`config.mk`:
```
export PLATFORM = sky130hd
export DESIGN_NAME = uls_line_status
export DESIGN_NICKNAME = d
export VERILOG_FILES = /design/src/design/uls_pkg.sv /design/src/design/uls_fifo.sv /design/src/design/uls_line_status.sv
export VERILOG_INCLUDE_DIRS = /design/src /design/src/design
export SDC_FILE = /design/constraint.sdc
export NUM_CORES = 1
export LEC_CHECK = 0
export ABC_AREA = 1
export ABC_CLOCK_PERIOD_IN_PS = 3000
export BUFFER_PORTS_ARGS = -buffer_cell sky130_fd_sc_hd__buf_2
export CAP_MARGIN = 20
export CORE_MARGIN = 10
export CORE_UTILIZATION = 59
export DETAILED_ROUTE_END_ITERATION = 6
export PLACE_DENSITY = 0.89
export SLEW_MARGIN = 10
export SYNTH_ARGS = -nofsm -noshare
export SYNTH_HDL_FRONTEND = slang
export SYNTH_HIERARCHICAL = 1
export SYNTH_SLANG_ARGS = --single-unit
```
`constraint.sdc`:
```
create_clock -name clk -period 3 [get_ports clk]
set_input_delay 0.3 -clock clk [delete_from_list [all_inputs] [get_ports clk]]
set_output_delay 0.3 -clock clk [all_outputs]
set_load 0.01 [all_outputs]
```
`src/design/uls_map.svh`:
```
// Register offsets, bit positions, reset values and sizes of the line status block
`ifndef ULS_MAP_SVH
`define ULS_MAP_SVH

// Host bus register offsets
`define ULS_ADDR_RX_HOLD     3'h0
`define ULS_ADDR_FCR         3'h2
`define ULS_ADDR_LINE_STATUS 3'h5

// line_status bit positions
`define ULS_LS_DATA_READY  0
`define ULS_LS_OVERRUN     1
`define ULS_LS_PARITY      2
`define ULS_LS_FRAMING     3
`define ULS_LS_BREAK       4
`define ULS_LS_HOLD_EMPTY  5
`define ULS_LS_TX_EMPTY    6
`define ULS_LS_FIFO_ERR    7

// FIFO control bit positions
`define ULS_FCR_EN       0
`define ULS_FCR_RX_RST   1

// Reset values and the stored break character
`define ULS_RST_RDATA    8'h00
`define ULS_RST_FIFO_EN  1'b0
`define ULS_RST_ERR_CNT  8'h00
`define ULS_BREAK_CHAR   8'h00

// Sizes
`define ULS_FIFO_DEPTH   4
`define ULS_ERR_W        8

`endif

```
`src/design/uls_pkg.sv`:
```
// Types shared by the line status block, the host model and the testbench
package uls_pkg;

  typedef struct packed {
    logic       cs;
    logic       rd;
    logic       wr;
    logic [2:0] addr;
    logic [7:0] wdata;
  } uls_bus_req_t;

  typedef struct packed {
    logic       break_flag;
    logic       framing_flag;
    logic       parity_flag;
    logic [7:0] data;
  } uls_rx_char_t;

  typedef enum logic [2:0] {
    ULS_ACC_NONE,
    ULS_ACC_RD_HOLD,
    ULS_ACC_RD_STATUS,
    ULS_ACC_RD_OTHER,
    ULS_ACC_WR_FCR,
    ULS_ACC_WR_OTHER
  } uls_access_t;

  typedef struct packed {
    logic [7:0] rdata;
    logic       fifo_en;
    logic       overrun;
    logic [7:0] err_cnt;
  } uls_state_t;

endpackage

```
`src/design/uls_fifo.sv`:
```
// Small synchronous FIFO with valid/ready on both sides and a flush
`timescale 1ns/1ps
module uls_fifo #(
  parameter int WIDTH = 11,
  parameter int DEPTH = 4
) (
  // Clock and reset
  input  wire logic                   clk,
  input  wire logic                   nrst,
  // Control
  input  wire logic                   flush,
  // Fill side
  input  wire logic                   in_valid,
  input  wire logic [WIDTH-1:0]       in_data,
  output      logic                   in_ready,
  // Drain side
  output      logic                   out_valid,
  output      logic [WIDTH-1:0]       out_data,
  input  wire logic                   out_ready,
  // Fill level
  output      logic [$clog2(DEPTH):0] count
);

  localparam int AW = $clog2(DEPTH);

  // Pointers wrap naturally only for a power of two
  if (DEPTH < 2 || (DEPTH & (DEPTH - 1)) != 0) begin
    $error("uls_fifo: DEPTH must be a power of two of at least 2");
  end

  typedef struct packed {
    logic [DEPTH-1:0][WIDTH-1:0] mem;
    logic [AW-1:0]               rp;
    logic [AW-1:0]               wp;
    logic [AW:0]                 cnt;
  } uls_fifo_st_t;

  uls_fifo_st_t st;
  uls_fifo_st_t next_st;
  logic         do_push;
  logic         do_pop;

  assign in_ready  = st.cnt != (AW + 1)'(DEPTH);
  assign out_valid = st.cnt != '0;
  assign out_data  = st.mem[st.rp];
  assign count     = st.cnt;

  always_comb begin
    next_st = st;
    do_push = in_valid && in_ready;
    do_pop  = out_ready && out_valid;
    if (flush) begin
      next_st.rp  = '0;
      next_st.wp  = '0;
      next_st.cnt = '0;
    end else begin
      if (do_push) begin
        next_st.mem[st.wp] = in_data;
        next_st.wp         = st.wp + AW'(1);
      end
      if (do_pop) begin
        next_st.rp = st.rp + AW'(1);
      end
      next_st.cnt = st.cnt + (AW + 1)'(do_push) - (AW + 1)'(do_pop);
    end
  end

  always_ff @(posedge clk or negedge nrst) begin
    if (!nrst) begin
      st <= '0;
    end else begin
      st <= next_st;
    end
  end

endmodule

```
`src/design/uls_line_status.sv`:
```
// Line status logic of one serial channel: receive FIFO head flags and status read-back
//
// Contract
// - Bit 0 set while receive FIFO holds a character, clear when empty.
// - Bit 1 reports that a receive overrun has occurred.
// - Bit 2 shows parity flag of the character the host reads next.
// - Bit 3 shows framing flag (no valid stop bit) of next character.
// - Bit 4 shows break flag of next character; break stored as 00.
// - Bit 5 set while transmit holding stage is empty.
// - Bit 6 set only when holding stage and shift register both empty.
// - Bit 7 set while any FIFO character carries an error flag.
// - Status read bits 4:2 carry head character's break, framing, parity flags.
// - Bits 4:2 have no own storage; head flags feed those bits of the read data register.
// - Status read leaves receive FIFO read pointer unchanged.
// - Read pointer advances only on a receive holding register read.
// - After reset bits 7 and 4:0 all read 0.
// - FIFOs work only with FIFO enable bit set; disabled by default.
`timescale 1ns/1ps
`include "uls_map.svh"
module uls_line_status
  import uls_pkg::*;
#(
  parameter int DEPTH = `ULS_FIFO_DEPTH
) (
  // Clock and reset
  input  wire logic         clk,
  input  wire logic         nrst,
  // Host register bus
  input  wire uls_bus_req_t bus_req,
  output      logic [7:0]   bus_rdata,
  // Receiver character stream
  input  wire logic         rx_valid,
  input  wire uls_rx_char_t rx_char,
  // Transmitter status
  input  wire logic         tx_hold_empty,
  input  wire logic         tx_shift_empty,
  // Mode
  output      logic         fifo_enable
);

  localparam int CW = $clog2(DEPTH) + 1;

  // Error counter must be able to count every entry
  if (DEPTH < 2 || DEPTH > 255 || (DEPTH & (DEPTH - 1)) != 0) begin
    $error("uls_line_status: DEPTH must be a power of two from 2 to 128");
  end

  uls_state_t   st;
  uls_state_t   next_st;
  uls_access_t  acc;
  uls_rx_char_t head;
  uls_rx_char_t push_char;
  logic         head_valid;
  logic         fifo_in_ready;
  logic [CW-1:0] fifo_cnt;
  logic         accept;
  logic         push;
  logic         pop;
  logic         flush;
  logic         head_err;
  logic         push_err;
  logic         lost;

  // Access decode
  always_comb begin
    acc = ULS_ACC_NONE;
    if (bus_req.cs && bus_req.rd) begin
      case (bus_req.addr)
        `ULS_ADDR_RX_HOLD:     acc = ULS_ACC_RD_HOLD;
        `ULS_ADDR_LINE_STATUS: acc = ULS_ACC_RD_STATUS;
        default:       acc = ULS_ACC_RD_OTHER;
      endcase
    end else if (bus_req.cs && bus_req.wr) begin
      case (bus_req.addr)
        `ULS_ADDR_FCR: acc = ULS_ACC_WR_FCR;
        default:       acc = ULS_ACC_WR_OTHER;
      endcase
    end
  end

  // Receive FIFO control
  // Toggling the enable bit also empties the FIFO so no stale mode mix remains
  assign flush = (acc == ULS_ACC_WR_FCR) &&
                 (bus_req.wdata[`ULS_FCR_RX_RST] ||
                  (bus_req.wdata[`ULS_FCR_EN] != st.fifo_en));

  // With the FIFO off only a single holding entry is usable
  assign accept = fifo_in_ready && (st.fifo_en || !head_valid);
  assign push   = rx_valid && accept && !flush;
  assign lost   = rx_valid && !accept;
  assign pop    = (acc == ULS_ACC_RD_HOLD) && head_valid && !flush;

  always_comb begin
    push_char      = rx_char;
    if (rx_char.break_flag) begin
      push_char.data = `ULS_BREAK_CHAR;
    end
  end

  assign push_err = rx_char.break_flag || rx_char.framing_flag || rx_char.parity_flag;
  assign head_err = head_valid && (head.break_flag || head.framing_flag || head.parity_flag);

  uls_fifo #(
    .WIDTH ($bits(uls_rx_char_t)),
    .DEPTH (DEPTH)
  ) u_rx_fifo (
    .clk       (clk),
    .nrst      (nrst),
    .flush     (flush),
    .in_valid  (push),
    .in_data   (push_char),
    .in_ready  (fifo_in_ready),
    .out_valid (head_valid),
    .out_data  (head),
    .out_ready (pop),
    .count     (fifo_cnt)
  );

  // Next state
  always_comb begin
    logic [7:0] status;
    status  = 8'h00;
    next_st = st;
    status[`ULS_LS_DATA_READY] = head_valid;
    status[`ULS_LS_OVERRUN]    = st.overrun;
    // Head flags go straight into the read data register, never held in a status register of their own
    status[`ULS_LS_PARITY]     = head_valid && head.parity_flag;
    status[`ULS_LS_FRAMING]    = head_valid && head.framing_flag;
    status[`ULS_LS_BREAK]      = head_valid && head.break_flag;
    status[`ULS_LS_HOLD_EMPTY] = tx_hold_empty;
    status[`ULS_LS_TX_EMPTY]   = tx_hold_empty && tx_shift_empty;
    status[`ULS_LS_FIFO_ERR]   = st.err_cnt != `ULS_RST_ERR_CNT;

    case (acc)
      ULS_ACC_RD_HOLD: begin
        next_st.rdata = head_valid ? head.data : 8'h00;
      end
      ULS_ACC_RD_STATUS: begin
        next_st.rdata = status;
      end
      ULS_ACC_RD_OTHER: begin
        next_st.rdata = 8'h00;
      end
      ULS_ACC_WR_FCR: begin
        next_st.fifo_en = bus_req.wdata[`ULS_FCR_EN];
      end
      default: begin
      end
    endcase

    // Overrun clears on a status read; a new loss in that cycle wins
    if (acc == ULS_ACC_RD_STATUS) begin
      next_st.overrun = 1'b0;
    end
    if (lost) begin
      next_st.overrun = 1'b1;
    end

    // Flagged entries counted so bit 7 covers the whole FIFO
    if (flush) begin
      next_st.err_cnt = `ULS_RST_ERR_CNT;
    end else begin
      next_st.err_cnt = st.err_cnt + `ULS_ERR_W'(push && push_err)
                        - `ULS_ERR_W'(pop && head_err);
    end
  end

  always_ff @(posedge clk or negedge nrst) begin
    if (!nrst) begin
      st.rdata   <= `ULS_RST_RDATA;
      st.fifo_en <= `ULS_RST_FIFO_EN;
      st.overrun <= 1'b0;
      st.err_cnt <= `ULS_RST_ERR_CNT;
    end else begin
      st <= next_st;
    end
  end

  assign bus_rdata   = st.rdata;
  assign fifo_enable = st.fifo_en;

  // Per-slot shadow of the error flags, kept apart from the error counter
  // so the summary bit is held against a second, slot-wise view
  localparam int AW = CW - 1;

  logic [DEPTH-1:0] shadow_err;
  logic [AW-1:0]    shadow_wp;
  logic [AW-1:0]    shadow_rp;

  always_ff @(posedge clk or negedge nrst) begin
    if (!nrst) begin
      shadow_wp <= '0;
      shadow_rp <= '0;
    end else if (flush) begin
      shadow_wp <= '0;
      shadow_rp <= '0;
    end else begin
      if (push) begin
        shadow_wp <= shadow_wp + AW'(1);
      end
      if (pop) begin
        shadow_rp <= shadow_rp + AW'(1);
      end
    end
  end

  // A push and a pop never hit one slot: that needs a full and empty FIFO at once
  for (genvar g = 0; g < DEPTH; g++) begin : g_shadow
    always_ff @(posedge clk or negedge nrst) begin
      if (!nrst) begin
        shadow_err[g] <= 1'b0;
      end else if (flush) begin
        shadow_err[g] <= 1'b0;
      end else if (push && shadow_wp == AW'(g)) begin
        shadow_err[g] <= push_err;
      end else if (pop && shadow_rp == AW'(g)) begin
        shadow_err[g] <= 1'b0;
      end
    end
  end
endmodule

```
# After elaboration in Yosys (flattened, before gate mapping)
# Cells that the tools add are included.
# W data, S select, Z words.
[totals] inputBits=30 word_cells=83 register_bits=69 rom_bits=0 mem_bits_rw=0 latch_bits=0 n_memories=0
[classes] magnitude_cmp=3 reduce_logical=36 shifts=0 n_mux=18 bitwise_logic=1 div=0 n_mul=0 addsub=6 n_eq_ne=8
[ops] op="$bwmux W44" n=1
[ops] op="$mux W8" n=3
[ops] op="$pmux W8 S3" n=1
[ops] op="$bmux W11 S2" n=1
[ops] op="$demux W11 S2" n=1
[ops] op="$mux W11" n=2
[ops] op="$logic_and A1 B1 Y1" n=19
[ops] op="$eq A3 B2 Y1 const B" n=3
[ops] op="$add A8 B1 Y8" n=1
[ops] op="$reduce_bool A8 Y1" n=1
[ops] op="$sub A8 B1 Y8" n=1
[ops] op="$mux W7" n=1
[ops] op="$eq A3 B3 Y1 const B" n=2
[ops] op="$logic_or A1 B1 Y1" n=6
[ops] op="$lt A2 B3 Y1 const B" n=2
[ops] op="$mux W3" n=2
[ops] op="$reduce_bool A2 Y1" n=3
[ops] op="$reduce_bool A3 Y1" n=2
[ops] op="$add A2 B1 Y2 const B" n=2
[ops] op="$mux W2" n=2
[ops] op="$pmux W2 S2" n=1
[ops] op="$add A3 B1 Y3" n=1
[ops] op="$eq A3 B1 Y1 const B" n=1
[ops] op="$logic_not A1 Y1" n=3
[ops] op="8 further kinds" n=10

# Logic depth before layout (Yosys ltp)
[logic_depth] ltp_word=12 mapped_depth=17 mapped_depth_nobuf=16

# Modules after synthesis
# The synthesis kept the hierarchy.
[by_module_without_submodules] module="uls_fifo" area_each_um2=2575.0 seq_area_each_um2=1276.2 n_inst=1 cells_per_inst=315
[by_module_without_submodules] module="uls_line_status" area_each_um2=1406.3 seq_area_each_um2=450.4 n_inst=1 cells_per_inst=205

# Worst setup path before layout
# No wires, ideal clock.
[synth_path] path_type="register to register" startpoint="register u_rx_fifo.st (netlist bit u_rx_fifo/count[1])" endpoint="register u_rx_fifo.st (netlist bit u_rx_fifo/count[2])" path_slack_ns=0.311 t_arrival_ns=2.565 stages_incl_launch_ff=16 required_time_ns=2.877 n_path_buf=1 path_cell_list="dfrtp_1 -> nor2_2 -> nand2_1 -> buf_4 -> inv_1 -> o21ai_0 -> nor2_1 -> inv_1 -> nor2_1 -> nand2_1 -> ha_1 -> inv_1 -> ha_1 -> fa_1 -> o21ai_0 -> a21oi_1"
[synth_lines] item="start, declared" line="uls_fifo.sv:38" source="uls_fifo_st_t st;"
[synth_lines] item="start signal, assigned" line="uls_fifo.sv:72" source="st <= next_st;"

==> report_table.html <==
<table>
<tr><th>Metric</th><th>Value</th></tr>
<tr><th colspan="2">Routing</th></tr>
<tr><td>Total number of vias</td><td>~3.7k</td></tr>
<tr><td>Drc violations</td><td>0</td></tr>
<tr><td>Routed wirelength normalized by instance count</td><td>roughly 16 microns</td></tr>
<tr><td>Total routed wirelength</td><td>10000 microns</td></tr>
<tr><td>Initial DRC count</td><td>roughly 370</td></tr>
<tr><td>Vias per inst</td><td>a little under 6</td></tr>
<tr><td>Total iterations of the first detailed-routing run</td><td>6</td></tr>
<tr><td>Antenna-violating nets left</td><td>0</td></tr>
<tr><th colspan="2">GRT</th></tr>
<tr><td>Number of global-route vias before repair</td><td>3482</td></tr>
<tr><td>Antenna violations before repair</td><td>0</td></tr>
<tr><td>Global router's overall resource usage</td><td>0.195</td></tr>
<tr><td>Global-route congestion overflow total</td><td>0</td></tr>
<tr><td>Pin count of the biggest net entering global routing</td><td>between 40 and 50</td></tr>
<tr><td>Global-route wire length before repair</td><td>approximately 16000 microns</td></tr>
<tr><th colspan="2">Placed design</th></tr>
<tr><td>GPL Wtd Cong</td><td>~0.9</td></tr>
<tr><td>Cell Area, Placed</td><td>4150 sq um</td></tr>
<tr><td>Number of cells in the design after placement</td><td>just over 600</td></tr>
<tr><td>Port Buf Inserts</td><td>32</td></tr>
<tr><td>DP HPWL</td><td>around 6800 microns</td></tr>
<tr><th colspan="2">Final layout</th></tr>
<tr><td>Diodes inserted</td><td>0</td></tr>
<tr><td>Area growth syn-to-layout</td><td>10.4%</td></tr>
<tr><td>Post-route standard cell area excluding fillers</td><td>around 4400 sq um</td></tr>
<tr><td>Fraction of layout instances using a drive strength above 1</td><td>0.137</td></tr>
<tr><td>Nets</td><td>593</td></tr>
<tr><td>Number of standard cells in the final layout excluding fillers</td><td>626</td></tr>
<tr><th colspan="2">Timing</th></tr>
<tr><td>Transition time at the pin with the least slew margin</td><td>between 500 and 600 ps</td></tr>
<tr><td>RSZ-0062 raised after global routing</td><td>no</td></tr>
<tr><td>Setup violators final</td><td>0</td></tr>
<tr><td>Upper clock frequency limit</td><td>about 370 MHz</td></tr>
<tr><td>Final critical-path share of the clock period</td><td>0.901</td></tr>
<tr><td>Worst max-slew margin expressed relative to the limit</td><td>0.603</td></tr>
<tr><td>Total count of hold-check failures in the final report</td><td>0</td></tr>
<tr><td>Final-report max-slew violation count</td><td>0</td></tr>
<tr><td>Worst Clk Skew</td><td>13.8 ps</td></tr>
<tr><td>Sum of negative setup slack</td><td>0 ps</td></tr>
<tr><td>Post-layout min period</td><td>~2700 ps</td></tr>
<tr><th colspan="2">Power</th></tr>
<tr><td>Largest voltage drop on the vdd net</td><td>between 0.0004 and 0.0005 V</td></tr>
<tr><td>Overall power of the completed layout</td><td>roughly 4.7 mW</td></tr>
<tr><td>Areal power density over the cells</td><td>approximately 1100 nW/um^2</td></tr>
<tr><td>Reported leakage power</td><td>approximately 2.4 nW</td></tr>
<tr><th colspan="2">Setup path</th></tr>
<tr><td>Crit path arrival time</td><td>roughly 3000 ps</td></tr>
<tr><td>Kind of end point of the critical path</td><td>flop</td></tr>
<tr><td>Startpoint-to-endpoint class of the critical path</td><td>flop to flop</td></tr>
<tr><td>Data required time at the worst endpoint</td><td>3290 ps</td></tr>
<tr><td>Crit path launch type</td><td>flop</td></tr>
<tr><td>Crit-path max FO</td><td>15</td></tr>
<tr><th colspan="2">Clock network</th></tr>
<tr><td>CTS clock-pin slew for the worst setup and hold paths</td><td>80 ps</td></tr>
<tr><td>Number of clock buffers inserted by TritonCTS</td><td>9</td></tr>
<tr><td>Clock tree root driver cell</td><td>clkbuf_8</td></tr>
<tr><td>CTS tree</td><td>built</td></tr>
<tr><td>H-tree levels</td><td>3</td></tr>
<tr><td>Number of buffers on the longest clock path</td><td>2</td></tr>
<tr><td>Number of setup buffers added after CTS</td><td>0</td></tr>
<tr><td>Clock insertion delay at the later pin of the skew report</td><td>360 ps</td></tr>
<tr><td>Sinks on Clock Net</td><td>69</td></tr>
<tr><th colspan="2">Yosys</th></tr>
<tr><td>Post-synth design cell area</td><td>a little under 4000 sq um</td></tr>
<tr><td>Ys Warns</td><td>6</td></tr>
<tr><td>Mapped Nets</td><td>around 570</td></tr>
<tr><td>Per-instance average area after synthesis</td><td>7.66 sq um</td></tr>
<tr><td>Cells after Synth</td><td>between 500 and 600</td></tr>
<tr><th colspan="2">Job</th></tr>
<tr><td>Maximum capacitance violations</td><td>0</td></tr>
<tr><th colspan="2">Die</th></tr>
<tr><td>Die Span Y</td><td>102 microns</td></tr>
<tr><td>Number of I/O pins</td><td>39</td></tr>
<tr><td>Width of the die</td><td>approximately 100 microns</td></tr>
<tr><td>Initial core utilization</td><td>0.616</td></tr>
<tr><td>Area of the placeable core</td><td>about 6400 sq um</td></tr>
<tr><td>Die area</td><td>10400 sq um</td></tr>
<tr><td>Row cnt</td><td>29</td></tr>
<tr><th colspan="2">Worst hold path</th></tr>
<tr><td>Worst hold-check path type</td><td>primary input to flop</td></tr>
<tr><th colspan="2">Outcome</th></tr>
<tr><td>Run status</td><td>finished, final reports clean</td></tr>
</table>
-- critical path, cell delays in order, from the launching register on --
cell and delay, ps:
dfrtp_1 390, inv_1 230, o21ai_0 240, o22ai_1 150
nor3_1 180, nor2_1 70, ha_1 270, inv_1 40
ha_1 190, fa_1 420, nand3_1 110, nand3_1 120
nand2_1 80, nand2_1 50, nor2_1 80
-- placed cells by master (no fill, tap or decap), types with 2 or more instances in the layout --
| cell type | n |
|---|---|
| o21ai_1 | 3 |
| fa_1 | 2 |
| dfrtp_1 | 69 |
| inv_1 | 49 |
| clkinv_4 | 2 |
| inv_2 | 2 |
| nand4_1 | 50 |
| inv_4 | 2 |
| nand2_1 | 149 |
| nor2_1 | 59 |
| ha_1 | 17 |
| o21ai_0 | 28 |
| clkbuf_8 | 10 |
| buf_2 | 32 |
| a21oi_1 | 12 |
| nand3_1 | 16 |
| xor2_1 | 3 |
| buf_4 | 17 |
| clkinvlp_4 | 2 |
| o22ai_1 | 11 |
-- metal layers --
layer / vias up / share of wire / global-route usage
li1: 1733 / - / -
met1: 1711 / 0.41 / 0.244
met2: 197 / 0.46 / 0.310
met3: 30 / 0.11 / 0.0601
met4: 0 / 0.022 / 0.0748
met5: - / 0 / 0
-- power breakdown --
| part | internal (mW) | total, mW | switching, mW |
|---|---|---|---|
| clock network | 0.412 | 0.793 | 0.382 |
| logic | 0.842 | 2.30 | 1.46 |
| registers | 1.36 | 1.62 | 0.261 |
-- path summary, 6_finish.rpt --
kind	slack (ps)	from	cells past startpoint	endpoint
min in group asynchronous	480	nrst	3	u_rx_fifo/st[49]
min reg2reg	480	u_rx_fifo/st[31]	2	u_rx_fifo/st[31]
max	300	u_rx_fifo/st[5]	14	st[6]
min	180	tx_hold_empty	3	bus_rdata[5]
max in group asynchronous	2020	nrst	3	u_rx_fifo/st[5]
max reg2reg	300	u_rx_fifo/st[5]	14	st[6]
-- layout make-up --
| cell class | instances | area, sq um |
|---|---|---|
| clock inverters | 6 | 71.3 |
| repair buffers | 50 | 298 |
| flip-flops and latches | 69 | 1730 |
| inverters | 53 | 204 |
| multi-input cells | 361 | 1840 |
| fillers | 525 | 2050 |
| well taps | 77 | 96.3 |
| clock buffers | 10 | 138 |
-- state kept, by name (all words and copies together) (netlist names) --
| register | count |
|---|---|
| u_rx_fifo/st | 48 |
| st | 9 |
| bus_rdata | 8 |
| u_rx_fifo/count | 3 |
| fifo_enable | 1 |
-- repair_timing --
item | 4_1_cts | 5_1_grt
endpoints found under the hold margin | 24 | 0
gates resized for setup | 0 | 0
hold buffers | 1 | 0
-- stage by stage --
| stage | hold slack, ps | utilization | setup WS [ps] |
|---|---|---|---|
| detailed placement | 326 | 0.647 | 345 |
| CTS | 171 | 0.681 | 342 |
| finish | 182 | 0.681 | 297 |
| global placement | 327 | 0.647 | 462 |
| floorplan | 4.41 | - | 325 |
| global route | 183 | 0.681 | 28.2 |
Note: power is estimated with default switching activity, not from simulation.
